===== src/hdl/tbtc_pkg.sv =====
// Package of constants and types for the tape block transfer control.
package tbtc_pkg;

  // ---------------------------------------------------------------
  // Widths
  // ---------------------------------------------------------------
  localparam int unsigned WORD_W = 12;
  localparam int unsigned PADDR_W = 8;
  localparam int unsigned STAT_W = 3;

  // ---------------------------------------------------------------
  // APB register byte offsets
  // ---------------------------------------------------------------
  localparam logic [PADDR_W-1:0] REG_CTRL   = 8'h00;
  localparam logic [PADDR_W-1:0] REG_STATUS = 8'h04;
  localparam logic [PADDR_W-1:0] REG_MASK   = 8'h08;
  localparam logic [PADDR_W-1:0] REG_BLOCK  = 8'h0C;

  // ---------------------------------------------------------------
  // Control register fields
  // ---------------------------------------------------------------
  localparam int unsigned CTRL_GO    = 0;
  localparam int unsigned CTRL_FN_LO = 1;
  localparam int unsigned CTRL_FN_HI = 2;
  localparam int unsigned CTRL_CONT  = 3;
  localparam int unsigned CTRL_REV   = 4;
  localparam int unsigned CTRL_TURN  = 5;

  // ---------------------------------------------------------------
  // Status and mask fields, reset values
  // ---------------------------------------------------------------
  localparam int unsigned STAT_DONE    = 0;
  localparam int unsigned STAT_BLOCK   = 1;
  localparam int unsigned STAT_OVERRUN = 2;
  localparam logic [STAT_W-1:0] STATUS_RST = 3'h0;
  localparam logic [STAT_W-1:0] MASK_RST   = 3'h0;

  // ---------------------------------------------------------------
  // Fixed memory locations of the break words
  // ---------------------------------------------------------------
  localparam logic [WORD_W-1:0] CNT_LOC = 12'hFEC;
  localparam logic [WORD_W-1:0] PTR_LOC = 12'hFED;
  localparam logic [WORD_W-1:0] WORD_ONE = 12'h001;

  // ---------------------------------------------------------------
  // Functions, pending event kinds and sequencer states
  // ---------------------------------------------------------------
  typedef enum logic [1:0] {FN_MOVE, FN_SEARCH, FN_READ, FN_WRITE} tbtc_fn_e;
  typedef enum logic [1:0] {EV_NONE, EV_MARK, EV_RWORD, EV_WREQ} tbtc_ev_e;
  typedef enum logic [2:0] {ST_IDLE, ST_RD_CNT, ST_WR_CNT, ST_RD_PTR, ST_WR_PTR,
                            ST_XFER} tbtc_state_e;

endpackage : tbtc_pkg


===== src/hdl/tbtc_top.sv =====
// Word-count and transfer-pointer data-break controller for a tape transport.
`timescale 1ns/1ps

module tbtc_top
  import tbtc_pkg::*;
(
  input  wire logic               CORE_CLK,
  input  wire logic               RSTN,
  input  wire logic               PSEL,
  input  wire logic               PENABLE,
  input  wire logic               PWRITE,
  input  wire logic [PADDR_W-1:0] PADDR,
  input  wire logic [31:0]        PWDATA,
  output logic      [31:0]        PRDATA,
  output logic                    PREADY,
  output logic                    PSLVERR,
  output logic                    IRQ,
  output logic                    MEM_REQ,
  output logic                    MEM_WE,
  output logic      [WORD_W-1:0]  MEM_ADDR,
  output logic      [WORD_W-1:0]  MEM_WDATA,
  input  wire logic               MEM_ACK,
  input  wire logic [WORD_W-1:0]  MEM_RDATA,
  input  wire logic               TAPE_MARK_STB,
  input  wire logic [WORD_W-1:0]  TAPE_MARK_NUM,
  input  wire logic               TAPE_RWORD_STB,
  input  wire logic [WORD_W-1:0]  TAPE_RWORD,
  input  wire logic               TAPE_WREQ_STB,
  input  wire logic               TAPE_BLOCK_END,
  output logic                    TAPE_WWORD_STB,
  output logic      [WORD_W-1:0]  TAPE_WWORD,
  output logic                    TAPE_RUN,
  output logic                    TAPE_REVERSE
);

  // ---------------------------------------------------------------
  // Helpers
  // ---------------------------------------------------------------
  function automatic logic [WORD_W-1:0] inc_word(input logic [WORD_W-1:0] w);
    inc_word = w + WORD_ONE;
  endfunction : inc_word

  // ---------------------------------------------------------------
  // State
  // ---------------------------------------------------------------
  logic                active;
  logic                next_active;
  tbtc_fn_e            fn;
  tbtc_fn_e            next_fn;
  logic                continuous_mode;
  logic                next_continuous_mode;
  logic                reverse;
  logic                next_reverse;
  logic                halted;
  logic                next_halted;
  logic [STAT_W-1:0]   status;
  logic [STAT_W-1:0]   next_status;
  logic [STAT_W-1:0]   mask;
  logic [STAT_W-1:0]   next_mask;
  logic [WORD_W-1:0]   last_block;
  logic [WORD_W-1:0]   next_last_block;
  logic [31:0]         prdata;
  logic [31:0]         next_prdata;
  tbtc_ev_e            pend_kind;
  tbtc_ev_e            next_pend_kind;
  logic [WORD_W-1:0]   pend_data;
  logic [WORD_W-1:0]   next_pend_data;
  tbtc_ev_e            cur_kind;
  tbtc_ev_e            next_cur_kind;
  logic [WORD_W-1:0]   cur_data;
  logic [WORD_W-1:0]   next_cur_data;
  tbtc_state_e         state;
  tbtc_state_e         next_state;
  logic                overflow;
  logic                next_overflow;
  logic [WORD_W-1:0]   mem_addr;
  logic [WORD_W-1:0]   next_mem_addr;
  logic [WORD_W-1:0]   mem_wdata;
  logic [WORD_W-1:0]   next_mem_wdata;
  logic                mem_we;
  logic                next_mem_we;
  logic [WORD_W-1:0]   wword;
  logic [WORD_W-1:0]   next_wword;
  logic                wword_stb;
  logic                next_wword_stb;

  logic [WORD_W-1:0]   rword_swapped;
  logic [WORD_W-1:0]   mem_swapped;
  logic                setup;
  logic                access;
  logic                mapped;
  logic                mem_done;
  tbtc_ev_e            ev_kind;
  logic [WORD_W-1:0]   ev_data;
  logic [STAT_W-1:0]   set_bits;

  tbtc_group_swap u_swap_read (
    .word_in  (TAPE_RWORD),
    .reverse  (reverse),
    .word_out (rword_swapped)
  );

  tbtc_group_swap u_swap_write (
    .word_in  (MEM_RDATA),
    .reverse  (reverse),
    .word_out (mem_swapped)
  );

  // ---------------------------------------------------------------
  // Bus and port glue
  // ---------------------------------------------------------------
  assign setup    = PSEL && !PENABLE;
  assign access   = PSEL && PENABLE;
  assign mapped   = (PADDR == REG_CTRL) || (PADDR == REG_STATUS) ||
                    (PADDR == REG_MASK) || (PADDR == REG_BLOCK);
  assign PREADY   = 1'b1;
  assign PSLVERR  = access && !mapped;
  assign PRDATA   = prdata;
  assign IRQ      = |(status & mask);
  assign MEM_REQ  = (state != ST_IDLE);
  assign MEM_WE   = mem_we;
  assign MEM_ADDR = mem_addr;
  assign MEM_WDATA = mem_wdata;
  assign mem_done = MEM_REQ && MEM_ACK;
  assign TAPE_WWORD_STB = wword_stb;
  assign TAPE_WWORD = wword;
  assign TAPE_RUN = active;
  assign TAPE_REVERSE = reverse;

  // ---------------------------------------------------------------
  // Next-state logic
  // ---------------------------------------------------------------
  always_comb
  begin
    next_active = active;
    next_fn = fn;
    next_continuous_mode = continuous_mode;
    next_reverse = reverse;
    next_halted = halted;
    next_mask = mask;
    next_last_block = last_block;
    next_prdata = prdata;
    next_pend_kind = pend_kind;
    next_pend_data = pend_data;
    next_cur_kind = cur_kind;
    next_cur_data = cur_data;
    next_state = state;
    next_overflow = overflow;
    next_mem_addr = mem_addr;
    next_mem_wdata = mem_wdata;
    next_mem_we = mem_we;
    next_wword = wword;
    next_wword_stb = 1'b0;
    set_bits = '0;
    ev_kind = EV_NONE;
    ev_data = '0;

    // Tape events are taken only while running and not stopped by overflow.
    if (active && !halted)
    begin
      if (fn == FN_SEARCH && TAPE_MARK_STB)
      begin
        ev_kind = EV_MARK;
        ev_data = TAPE_MARK_NUM;
      end
      else if (fn == FN_READ && TAPE_RWORD_STB)
      begin
        ev_kind = EV_RWORD;
        ev_data = rword_swapped;
      end
      else if (fn == FN_WRITE && TAPE_WREQ_STB)
        ev_kind = EV_WREQ;
    end

    // Block end closes a single-block data transfer.
    if (active && TAPE_BLOCK_END && !continuous_mode &&
        (fn == FN_READ || fn == FN_WRITE))
      set_bits[STAT_DONE] = 1'b1;

    unique case (state)
      ST_IDLE:
      begin
        if (pend_kind != EV_NONE)
        begin
          next_cur_kind = pend_kind;
          next_cur_data = pend_data;
          next_pend_kind = EV_NONE;
          next_mem_addr = CNT_LOC;
          next_mem_we = 1'b0;
          next_state = ST_RD_CNT;
        end
      end
      ST_RD_CNT:
      begin
        if (mem_done)
        begin
          next_mem_wdata = inc_word(MEM_RDATA);
          next_overflow = (inc_word(MEM_RDATA) == '0);
          next_mem_we = 1'b1;
          next_state = ST_WR_CNT;
        end
      end
      ST_WR_CNT:
      begin
        if (mem_done)
        begin
          next_mem_addr = PTR_LOC;
          next_mem_we = 1'b0;
          next_state = ST_RD_PTR;
        end
      end
      ST_RD_PTR:
      begin
        if (mem_done)
        begin
          if (cur_kind == EV_MARK)
          begin
            // The pointer is left as it is; the number lands where it points.
            next_mem_addr = MEM_RDATA;
            next_mem_wdata = cur_data;
            next_mem_we = 1'b1;
            next_state = ST_XFER;
          end
          else
          begin
            next_mem_wdata = inc_word(MEM_RDATA);
            next_mem_we = 1'b1;
            next_state = ST_WR_PTR;
          end
        end
      end
      ST_WR_PTR:
      begin
        if (mem_done)
        begin
          next_mem_addr = mem_wdata;
          next_mem_wdata = cur_data;
          next_mem_we = (cur_kind == EV_RWORD);
          next_state = ST_XFER;
        end
      end
      ST_XFER:
      begin
        if (mem_done)
        begin
          if (cur_kind == EV_WREQ)
          begin
            next_wword = mem_swapped;
            next_wword_stb = 1'b1;
          end
          if (cur_kind == EV_MARK)
          begin
            next_last_block = cur_data;
            set_bits[STAT_BLOCK] = 1'b1;
            if (!continuous_mode)
              set_bits[STAT_DONE] = 1'b1;
          end
          if (overflow && (continuous_mode || cur_kind != EV_MARK))
          begin
            next_halted = 1'b1;
            next_pend_kind = EV_NONE;
            if (continuous_mode)
              set_bits[STAT_DONE] = 1'b1;
          end
          next_mem_we = 1'b0;
          next_state = ST_IDLE;
        end
      end
    endcase

    // A new event while one still waits is lost and reported.
    if (ev_kind != EV_NONE)
    begin
      if (next_pend_kind != EV_NONE)
        set_bits[STAT_OVERRUN] = 1'b1;
      else if (!next_halted)
      begin
        next_pend_kind = ev_kind;
        next_pend_data = ev_data;
      end
    end

    // Register bus: read data is captured in the setup cycle.
    if (setup && !PWRITE)
    begin
      next_prdata = '0;
      unique case (PADDR)
        REG_CTRL:   next_prdata[5:0] = {1'b0, reverse, continuous_mode, fn, active};
        REG_STATUS: next_prdata[STAT_W-1:0] = status;
        REG_MASK:   next_prdata[STAT_W-1:0] = mask;
        REG_BLOCK:  next_prdata[WORD_W-1:0] = last_block;
        default:    next_prdata = '0;
      endcase
    end

    // Only bits that were reported are cleared, so a new event survives.
    next_status = status;
    if (access && !PWRITE && PADDR == REG_STATUS)
      next_status = status & ~prdata[STAT_W-1:0];
    next_status = next_status | set_bits;

    if (access && PWRITE)
    begin
      if (PADDR == REG_MASK)
        next_mask = PWDATA[STAT_W-1:0];
      else if (PADDR == REG_CTRL)
      begin
        if (PWDATA[CTRL_TURN])
          next_reverse = !reverse;
        else
        begin
          next_fn = tbtc_fn_e'(PWDATA[CTRL_FN_HI:CTRL_FN_LO]);
          next_continuous_mode = PWDATA[CTRL_CONT];
          next_reverse = PWDATA[CTRL_REV];
          next_active = PWDATA[CTRL_GO];
          if (PWDATA[CTRL_GO] && !active)
            next_halted = 1'b0;
          if (!PWDATA[CTRL_GO])
            next_pend_kind = EV_NONE;
        end
      end
    end
  end

  // ---------------------------------------------------------------
  // Registers
  // ---------------------------------------------------------------
  always_ff @(posedge CORE_CLK)
  begin
    if (!RSTN)
    begin
      active <= 1'b0;
      fn <= FN_MOVE;
      continuous_mode <= 1'b0;
      reverse <= 1'b0;
      halted <= 1'b0;
      status <= STATUS_RST;
      mask <= MASK_RST;
      last_block <= '0;
      prdata <= '0;
      pend_kind <= EV_NONE;
      pend_data <= '0;
      cur_kind <= EV_NONE;
      cur_data <= '0;
      state <= ST_IDLE;
      overflow <= 1'b0;
      mem_addr <= '0;
      mem_wdata <= '0;
      mem_we <= 1'b0;
      wword <= '0;
      wword_stb <= 1'b0;
    end
    else
    begin
      active <= next_active;
      fn <= next_fn;
      continuous_mode <= next_continuous_mode;
      reverse <= next_reverse;
      halted <= next_halted;
      status <= next_status;
      mask <= next_mask;
      last_block <= next_last_block;
      prdata <= next_prdata;
      pend_kind <= next_pend_kind;
      pend_data <= next_pend_data;
      cur_kind <= next_cur_kind;
      cur_data <= next_cur_data;
      state <= next_state;
      overflow <= next_overflow;
      mem_addr <= next_mem_addr;
      mem_wdata <= next_mem_wdata;
      mem_we <= next_mem_we;
      wword <= next_wword;
      wword_stb <= next_wword_stb;
    end
  end

endmodule : tbtc_top


===== src/hdl/tbtc_group_swap.sv =====
// Reorders the four three-bit groups of a word for opposite-direction transfers.
`timescale 1ns/1ps
module tbtc_group_swap
  import tbtc_pkg::*;
(
  input  wire logic [WORD_W-1:0] word_in,
  input  wire logic              reverse,
  output logic      [WORD_W-1:0] word_out
);

  // Bits 0-2 land at 9-11 and bits 3-5 at 6-8; the swap is its own inverse.
  always_comb
  begin
    if (reverse)
      word_out = {word_in[2:0], word_in[5:3], word_in[8:6], word_in[11:9]};
    else
      word_out = word_in;
  end

endmodule : tbtc_group_swap


===== config.mk =====
export PLATFORM = sky130hd
export DESIGN_NAME = tbtc_top
export DESIGN_NICKNAME = d
export VERILOG_FILES = /design/src/hdl/tbtc_pkg.sv /design/src/hdl/tbtc_top.sv /design/src/hdl/tbtc_group_swap.sv
export SDC_FILE = /design/constraint.sdc
export NUM_CORES = 1
export LEC_CHECK = 0
export BUFFER_PORTS_ARGS = -buffer_cell sky130_fd_sc_hd__buf_4
export CORE_MARGIN = 2
export CORE_UTILIZATION = 45
export CTS_CLUSTER_DIAMETER = 50
export CTS_CLUSTER_SIZE = 28
export DETAILED_ROUTE_END_ITERATION = 16
export PLACE_DENSITY = 0.69
export SYNTH_ARGS = -nofsm -noshare
export SYNTH_HDL_FRONTEND = slang
export SYNTH_SLANG_ARGS = --single-unit

===== constraint.sdc =====
create_clock -name CORE_CLK -period 2.5 [get_ports CORE_CLK]
set_input_delay 0.375 -clock CORE_CLK [delete_from_list [all_inputs] [get_ports CORE_CLK]]
set_output_delay 0.375 -clock CORE_CLK [all_outputs]
set_load 0.05 [all_outputs]

* Word level (Yosys, flattened, before mapping) *
Index checks and enable logic that the tools add are counted.

word-level totals
  bits in registers = 106
  output and inout bits = 76
  logic and storage cells = 175
  input port bits = 86

cells by class
  equality and inequality tests = 24
  add/subtract/negate cells = 1
  bitwise gates (word level) = 8
  muxes and demuxes = 68
  reductions and logical operators = 54

operators by type and width
  cell                                                                   count
  12-bit 2-to-1 mux                                                      14
  12-bit one-hot mux with 4 select lines                                 1
  2-bit 2-to-1 mux                                                       18
  12-bit one-hot mux with 3 select lines                                 1
  1-bit 2-to-1 mux                                                       21
  3-bit 2-to-1 mux                                                       7
  3-bit one-hot mux with 6 select lines                                  1
  1-bit logical AND                                                      17
  8-bit by 4-bit equality test with 1-bit output, second input constant  2
  3-bit AND reduction                                                    5
  2-bit != test, second input constant                                   7
  12-bit by 1-bit adder with 12-bit output, second input constant        1
  12-bit zero test                                                       1
  3-bit one-hot mux with 4 select lines                                  1
  4-bit AND reduction                                                    3
  6-bit AND reduction                                                    2
  2-bit equality test, second input constant                             4
  8-bit by 3-bit equality test with 1-bit output, second input constant  1
  8-bit zero test                                                        1
  1-bit zero test                                                        7
  3-bit bitwise AND                                                      2
  3-bit by 2-bit equality test with 1-bit output, second input constant  2
  3-bit equality test, second input constant                             2
  6-bit 2-to-1 mux                                                       1
  other kinds (17)                                                       33

* Logic depth before layout (Yosys ltp) *
Gate-level depths: netlist of the first run.

  word-level depth = 14
  gate-level depth with buffers = 7
  mapped depth without buffers = 6

* Modules after synthesis *
From an unflattened synthesis of the first run, not the netlist that was laid out.

unflattened totals
  cell total of the unflattened synthesis = 609
  area total of the unflattened synthesis = 5292.6 µm²

by module, submodules not included
  module           seq. area each (µm²)  times used  cells an instance  area an instance (µm²)
  tbtc_top         2122.0                1           583                4924.7
  tbtc_group_swap  0.0                   2           13                 183.9

* Least setup slack after synthesis of the first run *
No wires, ideal clock.

  path type = register to register
  start point = register reverse (netlist: TAPE_REVERSE)
  end point = register wword[10] (netlist: TAPE_WWORD[10])
  slack = 733 ps
  cell stages (with the launch flop) = 5
  buffers on the path = 2
  period minus slack after synthesis = 1767 ps
  setup time = 134 ps
  arrival time = 1633 ps
  data required time = 2366 ps
  path through = dfxtp_1 > buf_2 > clkbuf_1 > mux2i_1 > a211oi_1

on the way
  longest elaborated chain between the ends = 1

RTL lines
  item                      RTL line               RTL
  start: declaration        tbtc_top.sv:52         logic reverse;
  start signal: assignment  tbtc_top.sv:358        reverse <= next_reverse;
  12-bit 2-to-1 mux         tbtc_group_swap.sv:14  if (reverse)
  end signal: assignment    tbtc_top.sv:373        wword <= next_wword;
  end: declaration          tbtc_top.sv:82         logic [WORD_W-1:0] wword;

No other way between the ends.
A chain may end at the register's enable or synchronous reset.

* Worst setup path in the final report of the first run *
  start point = register state[1]
  end point = register mem_wdata[7] (netlist: MEM_WDATA[7])

on the way
  longest elaborated chain between the ends = 4
  elaborated cells on any way between the ends = 11
  those cells by class = 6 x eq/ne; 1 x mux; 4 x reduce/logical

RTL lines
  item                           RTL line         RTL
  start: declaration             tbtc_top.sv:72   tbtc_state_e state;
  start signal: assignment       tbtc_top.sv:368  state <= next_state;
  3-bit nonzero test             tbtc_top.sv:120  assign MEM_REQ = (state != ST_IDLE);
  1-bit logical AND              tbtc_top.sv:124  assign mem_done = MEM_REQ && MEM_ACK;
  2-bit != test (no line)        --
  4-bit AND reduction (no line)  --
  end signal: assignment         tbtc_top.sv:371  mem_wdata <= next_mem_wdata;
  end: declaration               tbtc_top.sv:78   logic [WORD_W-1:0] mem_wdata;

Several ways; a longest one is shown, not always the timed one.

==> flow_summary.yaml, run 1 <==
drt:
  dr_vias: 4672
  drtIter0Drc: 288
  wl_per_cell_microns: 15.85
  remaining_number_of_nets_flagged_by_the_antenna_check_after_routing: 0
  wl_mm: 13.54
  viasPerCell: 5.471
  drc: 0
  drt-pass1-iter-count: 8
hold_path:
  worstHoldEndpoint: "continuous_mode$_SDFFE_PN0P_"
  min-delay-path-class: "in -> reg"
  min_path_cells: 3
  hp-start: "PWDATA[3]"
placed_design:
  routabilityCongestion: 0.8878
  place.port_buffers: 114
  hpwlAfterDp_mm: 10.10
synth:
  synth_flop_cell: "sky130_fd_sc_hd__dfxtp_1"
  postSynthRegisterBits: 106
  syn-mean-instance-area_sq_um: 8.748
  postSynthCellCount: 617
  ys_warn_count: 0
  edff_count_synth: 0
  netlist-cell-type-count: 67
  synth-async-reset-ratio_pct: 0
  synthesized_cell_area_sq_mm: 0.005398
  synth-seq-area-share_pct: 39.31
worst_setup_path:
  timing.reg2reg.worst_path_depth: 4
  worstSetupStartpointType: "flip-flop"
  crit-reg2reg-capture: "MEM_WDATA[7]$_SDFFE_PN0P_"
  critical_path.reg2reg.startpoint: "state[1]$_SDFFE_PN0P_"
  worst-endpoint-arrival_ns: 2.45
  worst-path-max-fanout: 18
  setup.worst_path.class: "reg -> reg"
  rrSetupSlack_ns: 0.33
  crit_path_end_kind: "flip-flop"
  critPathRequiredTime_ns: 2.77
clocking:
  cts.htree.levels: 3
  resized_gates_after_cts: 0
  cts_post_setup_buffers_inserted: 0
  path_clk_slew_ns: 0.07
  worstSkewPairLatency_ns: 0.35
  cts.root.buffer_cell: "sky130_fd_sc_hd__clkbuf_16"
  clk_buf_depth: 2
  numCtsBuffers: 9
  postCtsHoldBufs: 0
  clock_sink_count: 106
  tritoncts: "done"
sta:
  final_hold_viol_count: 0
  rsz0062_at_grt: "no"
  post-route-period-util_pct: 86.96
  maxSlewHeadroom_pct: 20.13
  fin_crit_ns: 2.174
  skew_ns: 0.007183
  final_max_slew_viol_count: 0
  fmaxAchievable_ghz: 0.4600
  finalSetupViolCount: 0
  timing_worst_slew_pin_value_ns: 1.185
  setup_tns_final_ns: 0
final_layout:
  drive_above_1_share_pct: 25.60
  layout-area-overhead-vs-synth_pct: 20.47
  nets: 789
  final_core_utilization_pct: 54.82
  insertedDiodeCount: 0
grt:
  track_usage_pct: 21.13
  grt_first_pass_wirelength_mm: 21.83
  globalRoute.totalOverflow: 0
  grt_antenna_before_repair: 0
  first_global_vias: 4362
  grt_max_degree: 77
floorplanning:
  dieArea_sq_mm: 0.01289
  initial_utilization_pct: 45.51
  std_cell_rows: 40
  core_region_area_sq_mm: 0.01186
  fp.dieW_microns: 113.5
  die_y_microns: 113.5
  floorplan.io_pins: 162
job:
  cap_violations: 0
status:
  run_status: "finished, final reports clean"
pwr:
  p_per_area_mw_per_mm2: 637.6
  max_vdd_drop_v: 0.0003260
  p_leak_nw: 2.466
[flip-flops by register name, indices dropped and copies added (netlist names)]
register,flops
cur_data,12
status,3
MEM_WDATA,12
pend_kind,2
continuous_mode,1
state,3
pend_data,12
cur_kind,2
halted,1
last_block,12
TAPE_WWORD,12
PRDATA,12
TAPE_RUN,1
TAPE_WWORD_STB,1
MEM_WE,1
mask,3
TAPE_REVERSE,1
overflow,1
fn,2
MEM_ADDR,12
[Yosys cell counts, types with 3 or more instances]
master / n / area share (%)
sky130_fd_sc_hd__buf_2: 18 / 1.7
sky130_fd_sc_hd__mux2i_1: 49 / 9.1
sky130_fd_sc_hd__o2bb2ai_1: 12 / 1.9
sky130_fd_sc_hd__o221a_2: 7 / 1.5
sky130_fd_sc_hd__mux4_2: 3 / 1.3
sky130_fd_sc_hd__inv_1: 5 / 0.35
sky130_fd_sc_hd__xnor2_1: 5 / 0.81
sky130_fd_sc_hd__nand2_1: 72 / 5.0
sky130_fd_sc_hd__nor3_1: 12 / 1.1
sky130_fd_sc_hd__o211ai_1: 6 / 0.83
sky130_fd_sc_hd__a22oi_1: 14 / 1.9
sky130_fd_sc_hd__xor2_1: 6 / 0.97
sky130_fd_sc_hd__a211oi_1: 19 / 2.6
sky130_fd_sc_hd__nor2b_1: 5 / 0.58
sky130_fd_sc_hd__buf_4: 25 / 3.5
sky130_fd_sc_hd__o21ai_1: 6 / 0.56
sky130_fd_sc_hd__a31o_2: 3 / 0.49
sky130_fd_sc_hd__dfxtp_1: 106 / 39
sky130_fd_sc_hd__and3_1: 3 / 0.35
sky130_fd_sc_hd__a21oi_1: 36 / 3.3
sky130_fd_sc_hd__o21ai_0: 17 / 1.6
sky130_fd_sc_hd__mux2_2: 9 / 1.9
sky130_fd_sc_hd__nand3_1: 20 / 1.9
sky130_fd_sc_hd__a31oi_1: 4 / 0.46
sky130_fd_sc_hd__nand2b_1: 7 / 0.81
sky130_fd_sc_hd__nor3b_2: 4 / 0.93
sky130_fd_sc_hd__and2_1: 4 / 0.46
sky130_fd_sc_hd__clkbuf_1: 22 / 1.5
sky130_fd_sc_hd__nor2_1: 69 / 4.8
[worst max-delay path by stage]
stage                                          from                           to  slack, ns
final                         state[1]$_SDFFE_PN0P_    MEM_WDATA[7]$_SDFFE_PN0P_       0.33
after CTS                     state[1]$_SDFFE_PN0P_    MEM_WDATA[3]$_SDFFE_PN0P_       0.36
after detailed placement      state[1]$_SDFFE_PN0P_    MEM_WDATA[7]$_SDFFE_PN0P_       0.36
after global routing          state[1]$_SDFFE_PN0P_    MEM_WDATA[5]$_SDFFE_PN0P_       0.09
after floorplan           TAPE_REVERSE$_SDFFE_PN0P_  TAPE_WWORD[10]$_SDFFE_PN0P_       0.73
after global placement        state[1]$_SDFFE_PN0P_    MEM_WDATA[0]$_SDFFE_PN0P_       0.47
[placed cells by master, fill, tap and decap left out, types with 14 or more instances in the layout]
cell type                  count
sky130_fd_sc_hd__a211oi_1     19
sky130_fd_sc_hd__a21oi_1      36
sky130_fd_sc_hd__a22oi_1      14
sky130_fd_sc_hd__buf_4       125
sky130_fd_sc_hd__conb_1       21
sky130_fd_sc_hd__dfxtp_1     106
sky130_fd_sc_hd__mux2i_1      49
sky130_fd_sc_hd__nand2_1      72
sky130_fd_sc_hd__nand3_1      20
sky130_fd_sc_hd__nor2_1       69
sky130_fd_sc_hd__o21ai_0      17
[report_power, final]
| group | internal [mW] | switching, mW |
|---|---|---|
| logic | 0.281 | 0.570 |
| clock network | 0.795 | 0.669 |
| registers | 1.75 | 0.0812 |
[metrics by stage]
step	cells	hold slack, ns	power [mW]	cell area (sq um)	worst slack (ns)
after floorplan	636	0.4286	2.498	5469	0.7332
after global placement	838	0.4407	2.705	6196	0.4715
after detailed placement	838	0.4490	2.720	6196	0.3650
after CTS	854	0.2586	4.178	6502	0.3555
after global routing	854	0.2752	4.318	6502	0.09320
final	854	0.2686	4.146	6502	0.3259
[critical path, cell delays in order, from the launching register on]
cell and delay (ns):
sky130_fd_sc_hd__dfxtp_1 0.74, sky130_fd_sc_hd__nor3b_2 0.12, sky130_fd_sc_hd__o21ai_0 0.94, sky130_fd_sc_hd__nand3_1 0.16, sky130_fd_sc_hd__o21ai_0 0.13
[cell families (layout without fill, tap and decap cells)]
kind of cell | Yosys count | count (layout) | share of synthesized area, %
muxes | 61 | 61 | 12.22
adders and majority gates | 1 | 1 | 0.2318
DFF | 106 | 106 | 39.31
buffers and inverters | 75 | 146 | 7.673
other | 2 | 21 | 0.1391
xor gates and xnor gates | 11 | 11 | 1.785
AOI/OAI and AO/OA | 144 | 144 | 18.73
and+or+nand+nor | 217 | 217 | 19.91
[metal layers]
layer  vias to the layer above  global-route usage [%]  wire length (microns)
met3                        16                   3.401                    709
met1                      2172                   27.32                   6026
li1                       2335                       -                      -
met4                         0                   9.106                    224
met2                       149                   35.09                   6575
met5                         -                       0                      0
[final cells by class]
class                   instances  area [sq um]
inverters                       5         18.77
multi-input cells             455          2933
flip-flops and latches        106          2122
fillers                      1098          5359
clock buffers                   9         225.2
repair buffers                125         938.4
clock inverters                 7         81.33
well taps                     147         183.9
(Power assumes the default switching activity.)
==> run 2: changes to the inputs <==
CORE_UTILIZATION = 40   (was 45)
PLACE_DENSITY = 0.63   (was 0.69)
==> flow_summary.yaml, run 2 (synthesized netlist as in run 1, its figures left out) <==
clocking:
  clk_buf_depth: 2
  path_clk_slew_ns: 0.07
  worstSkewPairLatency_ns: 0.35
  tritoncts: "done"
  postCtsHoldBufs: 0
  numCtsBuffers: 9
  resized_gates_after_cts: 0
  cts_post_setup_buffers_inserted: 0
  clock_sink_count: 106
  cts.htree.levels: 3
  cts.root.buffer_cell: "sky130_fd_sc_hd__clkbuf_16"
status:
  run_status: "finished, final reports clean"
pwr:
  power_mw: 4.224
  part_of_the_total_power_dissipated_in_combinational_logic_pct: 20.2
  p_leak_nw: 2.467
  switchingPower_mw: 1.280
  p_sw_share_pct: 30.29
  p_per_area_mw_per_mm2: 644.4
  max_vdd_drop_v: 0.0003064
  share_clk_of_total_power_pct: 36.3
  power_report.internal_total_mw: 2.944
  power_frac_seq_pct: 43.5
drt:
  wl_per_cell_microns: 15.57
  wl_mm: 13.72
  drt-pass1-iter-count: 4
  remaining_number_of_nets_flagged_by_the_antenna_check_after_routing: 0
  drtIter0Drc: 248
  dr_vias: 4607
  viasPerCell: 5.229
  drc: 0
final_layout:
  nets: 787
  post-route-cell-area_sq_mm: 0.006555
  fill_cells: 1241
  insertedDiodeCount: 0
  layout.cells.most_common_list: "sky130_fd_sc_hd__buf_4 (122), sky130_fd_sc_hd__dfxtp_1 (106), sky130_fd_sc_hd__nand2_1 (72)"
  mostFrequentLayoutCell: "sky130_fd_sc_hd__buf_4"
  layout-area-overhead-vs-synth_pct: 21.44
  final_core_utilization_pct: 49.70
  drive_above_1_share_pct: 25.25
sta:
  maxSlewHeadroom_pct: 15.80
  finalSetupViolCount: 0
  setup_tns_final_ns: 0
  rsz0062_at_grt: "no"
  final_max_slew_viol_count: 0
  final_hold_viol_count: 0
  fmaxAchievable_ghz: 0.4419
  fin_crit_ns: 2.263
  hold_slack_ns: 0.2696
  post-route-period-util_pct: 90.51
  skew_ns: 0.006030
  timing_worst_slew_pin_value_ns: 1.250
grt:
  grt_antenna_before_repair: 0
  grt_first_pass_wirelength_mm: 22.32
  track_usage_pct: 19.17
  first_global_vias: 4375
  globalRoute.totalOverflow: 0
  grt_max_degree: 77
floorplanning:
  core_region_area_sq_mm: 0.01319
  floorplan.io_pins: 162
  die_y_microns: 120.2
  std_cell_rows: 42
  dieArea_sq_mm: 0.01444
  fp.dieW_microns: 120.2
  initial_utilization_pct: 40.92
placed_design:
  postPlaceCellArea_sq_mm: 0.006230
  hpwlAfterDp_mm: 10.26
  routabilityCongestion: 0.8363
  place.port_buffers: 114
worst_setup_path:
  worstSetupStartpointType: "flip-flop"
  worst-endpoint-arrival_ns: 2.54
  setup.worst_path.class: "reg -> reg"
  timing.reg2reg.worst_path_depth: 4
  rrSetupSlack_ns: 0.24
  crit_path_end_kind: "flip-flop"
  worst-path-max-fanout: 19
  critical_path.reg2reg.startpoint: "state[2]$_SDFFE_PN0P_"
  critPathRequiredTime_ns: 2.78
  crit-reg2reg-capture: "MEM_WDATA[2]$_SDFFE_PN0P_"
hold_path:
  hp-start: "PWDATA[3]"
  min_path_cells: 3
  min-delay-path-class: "in -> reg"
  worstHoldEndpoint: "continuous_mode$_SDFFE_PN0P_"
job:
  cap_violations: 0
-- run 2: cell types whose count changed in the layout (fill, tap and decap cells not counted) --
| cell | previous run | this run |
|---|---|---|
| sky130_fd_sc_hd__clkinv_4 | 1 | 0 |
| sky130_fd_sc_hd__inv_6 | 3 | 2 |
| sky130_fd_sc_hd__buf_12 | 0 | 1 |
| sky130_fd_sc_hd__inv_8 | 1 | 0 |
| sky130_fd_sc_hd__buf_4 | 125 | 122 |
| sky130_fd_sc_hd__clkbuf_1 | 0 | 1 |
| sky130_fd_sc_hd__clkbuf_8 | 0 | 1 |
| sky130_fd_sc_hd__bufinv_16 | 1 | 2 |
-- run 2: how the worst max path moves through the flow --
stage,start,endpoint
global route,state[2]$_SDFFE_PN0P_,MEM_WDATA[4]$_SDFFE_PN0P_
finish,state[2]$_SDFFE_PN0P_,MEM_WDATA[2]$_SDFFE_PN0P_
floorplan,TAPE_REVERSE$_SDFFE_PN0P_,TAPE_WWORD[10]$_SDFFE_PN0P_
global placement,state[2]$_SDFFE_PN0P_,MEM_WDATA[2]$_SDFFE_PN0P_
CTS,state[2]$_SDFFE_PN0P_,MEM_WDATA[5]$_SDFFE_PN0P_
detailed placement,state[2]$_SDFFE_PN0P_,MEM_WDATA[2]$_SDFFE_PN0P_
-- run 2: critical path, stage by stage (launching register included) --
cell                      delay [ns]
sky130_fd_sc_hd__dfxtp_1        0.68
sky130_fd_sc_hd__nor2b_1        0.21
sky130_fd_sc_hd__o21ai_0        1.02
sky130_fd_sc_hd__nand2_1        0.12
sky130_fd_sc_hd__a21oi_1        0.16
-- run 2: per-stage QoR --
step | std cells | setup WS (ns)
finish | 881 | 0.2372
global placement | 865 | 0.4271
CTS | 881 | 0.3018
global route | 881 | 0.09928
detailed placement | 865 | 0.3533
floorplan | 636 | 0.7332
-- run 2: layout make-up --
class	count	area, sq um	area share [%]
inverter	5	18.77	0.2863
clock buffer	11	242.7	3.703
sequential	106	2122	32.37
tap	176	220.2	3.359
multi-input combinational	455	2933	44.74
timing repair buffer	123	935.9	14.28
clock inverter	5	82.58	1.260
-- run 2: power by group through the flow --
stage | combinational (mW) | clock, mW | sequential [mW]
after global routing | 0.911 | 1.63 | 1.85
after detailed placement | 0.852 | 0 | 1.87
after floorplan | 0.492 | 0 | 2.01
after global placement | 0.840 | 0 | 1.87
final | 0.852 | 1.53 | 1.84
after CTS | 0.855 | 1.56 | 1.84
-- run 2: routing by layer --
layer	track usage, %	vias to the layer above	share of wire, %
met3	2.662	19	4.3
met1	25.56	2143	46
met2	31.78	114	48
li1	-	2331	-
met5	0	-	0
met4	6.618	0	1.7
==> run 3: changes to the inputs <==
--- a/config.mk
+++ b/config.mk
@@ -8,9 +8,9 @@
 export BUFFER_PORTS_ARGS = -buffer_cell sky130_fd_sc_hd__buf_4
 export CORE_MARGIN = 2
-export CORE_UTILIZATION = 40
+export CORE_UTILIZATION = 46
 export CTS_CLUSTER_DIAMETER = 50
 export CTS_CLUSTER_SIZE = 28
 export DETAILED_ROUTE_END_ITERATION = 16
-export PLACE_DENSITY = 0.63
+export PLACE_DENSITY = 0.71
 export SYNTH_ARGS = -nofsm -noshare
 export SYNTH_HDL_FRONTEND = slang
==> constraint.sdc (replaced) <==
create_clock -name CORE_CLK -period 2.5 [get_ports CORE_CLK]
set_input_delay 0.375 -clock CORE_CLK [delete_from_list [all_inputs] [get_ports CORE_CLK]]
set_output_delay 0.375 -clock CORE_CLK [all_outputs]
set_load 0.005 [all_outputs]
==> flow_summary.yaml, run 3 (synthesized netlist as in run 1, its figures left out) <==
status:
  run_status: "finished, final reports clean"
placed_design:
  place.port_buffers: 114
  hpwlAfterDp_mm: 10.16
  routabilityCongestion: 0.8693
worst_setup_path:
  critPathMostFrequentCell: "sky130_fd_sc_hd__o21ai_0"
  setup.worst_path.class: "reg -> reg"
  critical_path.max_stage_delay_ns: 0.96
  crit_path_end_kind: "flip-flop"
  critPathRequiredTime_ns: 2.78
  worst-path-max-fanout: 18
  worst_path_max_delay_cell: "sky130_fd_sc_hd__o21ai_0"
  worst-endpoint-arrival_ns: 2.46
  worstSetupStartpointType: "flip-flop"
  worstPathCellList: "nor3b_2 -> o21ai_0 -> nand3_1 -> o21ai_0"
floorplanning:
  die_y_microns: 112.3
  initial_utilization_pct: 47.27
  dieArea_sq_mm: 0.01262
  std_cell_rows: 39
  core_region_area_sq_mm: 0.01142
  floorplan.io_pins: 162
  fp.dieW_microns: 112.3
sta:
  timing_worst_slew_pin_value_ns: 1.206
  setup_tns_final_ns: 0
  fmaxAchievable_ghz: 0.4579
  final_max_slew_viol_count: 0
  final_hold_viol_count: 0
  skew_ns: 0.009502
  maxSlewHeadroom_pct: 18.76
  fin_crit_ns: 2.184
  rsz0062_at_grt: "no"
  finalSetupViolCount: 0
  post-route-period-util_pct: 87.36
clocking:
  tritoncts: "done"
  resized_gates_after_cts: 0
  cts_post_setup_buffers_inserted: 0
  path_clk_slew_ns: 0.08
  numCtsBuffers: 9
  clk_buf_depth: 2
  cts.htree.levels: 3
  clock_sink_count: 106
  postCtsHoldBufs: 0
  worstSkewPairLatency_ns: 0.35
  cts.root.buffer_cell: "sky130_fd_sc_hd__clkbuf_16"
job:
  cap_violations: 0
grt:
  globalRoute.totalOverflow: 0
  grt_max_degree: 41
  grt_antenna_before_repair: 0
  track_usage_pct: 21.11
  first_global_vias: 4357
  grt_first_pass_wirelength_mm: 21.71
pwr:
  p_leak_nw: 2.460
  power_mw: 3.794
  p_per_area_mw_per_mm2: 584.5
  max_vdd_drop_v: 0.0003365
final_layout:
  mostFrequentLayoutCell: "sky130_fd_sc_hd__buf_4"
  nets: 790
  layout-area-overhead-vs-synth_pct: 20.26
  drive_above_1_share_pct: 25.71
  layout.cells.most_common_list: "sky130_fd_sc_hd__buf_4 (126), sky130_fd_sc_hd__dfxtp_1 (106), sky130_fd_sc_hd__nand2_1 (72)"
  insertedDiodeCount: 0
drt:
  dr_vias: 4715
  remaining_number_of_nets_flagged_by_the_antenna_check_after_routing: 0
  viasPerCell: 5.541
  wl_per_cell_microns: 15.89
  drt-pass1-iter-count: 5
  wl_mm: 13.52
  drtIter0Drc: 275
  drc: 0
hold_path:
  min-delay-path-class: "in -> reg"
-- run 3: final cells by class --
| class | instances | area [sq um] |
|---|---|---|
| Sequential cell | 106 | 2122 |
| Multi-Input combinational cell | 455 | 2933 |
| Timing Repair Buffer | 126 | 945.9 |
| Fill cell | 1048 | 4927 |
| Inverter | 5 | 18.77 |
| Tap cell | 143 | 178.9 |
| Clock buffer | 10 | 239.0 |
| Clock inverter | 6 | 53.80 |
-- run 3: critical path: cells and delay by family (launching register included) --
family,cells,cell delay (ns)
and+or+nand+nor,2,0.31
DFF,1,0.73
AOI/OAI and AO/OA,2,1.07
-- run 3: path summary, 6_finish.rpt --
| check | startpoint | slack [ns] | cells after the start | end |
|---|---|---|---|---|
| setup / recovery | state[1]$_SDFFE_PN0P_ | 0.32 | 4 | MEM_WDATA[5]$_SDFFE_PN0P_ |
| setup reg to reg | state[1]$_SDFFE_PN0P_ | 0.32 | 4 | MEM_WDATA[5]$_SDFFE_PN0P_ |
| hold reg to reg | pend_data[10]$_SDFFE_PN0P_ | 0.45 | 2 | pend_data[10]$_SDFFE_PN0P_ |
| hold / removal | PWDATA[1] | 0.27 | 3 | mask[1]$_SDFFE_PN0P_ |
-- run 3: where the power goes --
group          switching (mW)  internal [mW]  leakage [nW]
clock                   0.665          0.723         0.142
sequential             0.0845           1.75         0.855
combinational           0.297          0.274          1.46
total                    1.05           2.75          2.46
-- run 3: per-stage QoR --
stage          instance area, sq um  setup slack, ns  hold slack (ns)  utilization (%)  instances
2_1_floorplan                  5469           0.8133           0.4286                -        636
3_3_place_gp                   6198           0.4534           0.4420            54.28        835
3_5_place_dp                   6198           0.3907           0.4432            54.28        835
4_1_cts                        6491           0.3658           0.2677            56.85        851
5_1_grt                        6491          0.02966           0.2832            56.85        851
6_report                       6491           0.3160           0.2709            56.85        851
-- run 3: per-layer routing --
| metal | vias to the layer above | GRT usage, % | part of all wire [%] |
|---|---|---|---|
| li1 | 2335 | - | - |
| met1 | 2200 | 27.85 | 44 |
| met2 | 164 | 35.10 | 48 |
| met3 | 16 | 3.564 | 5.8 |
| met4 | 0 | 7.398 | 1.6 |
| met5 | - | 0 | 0 |
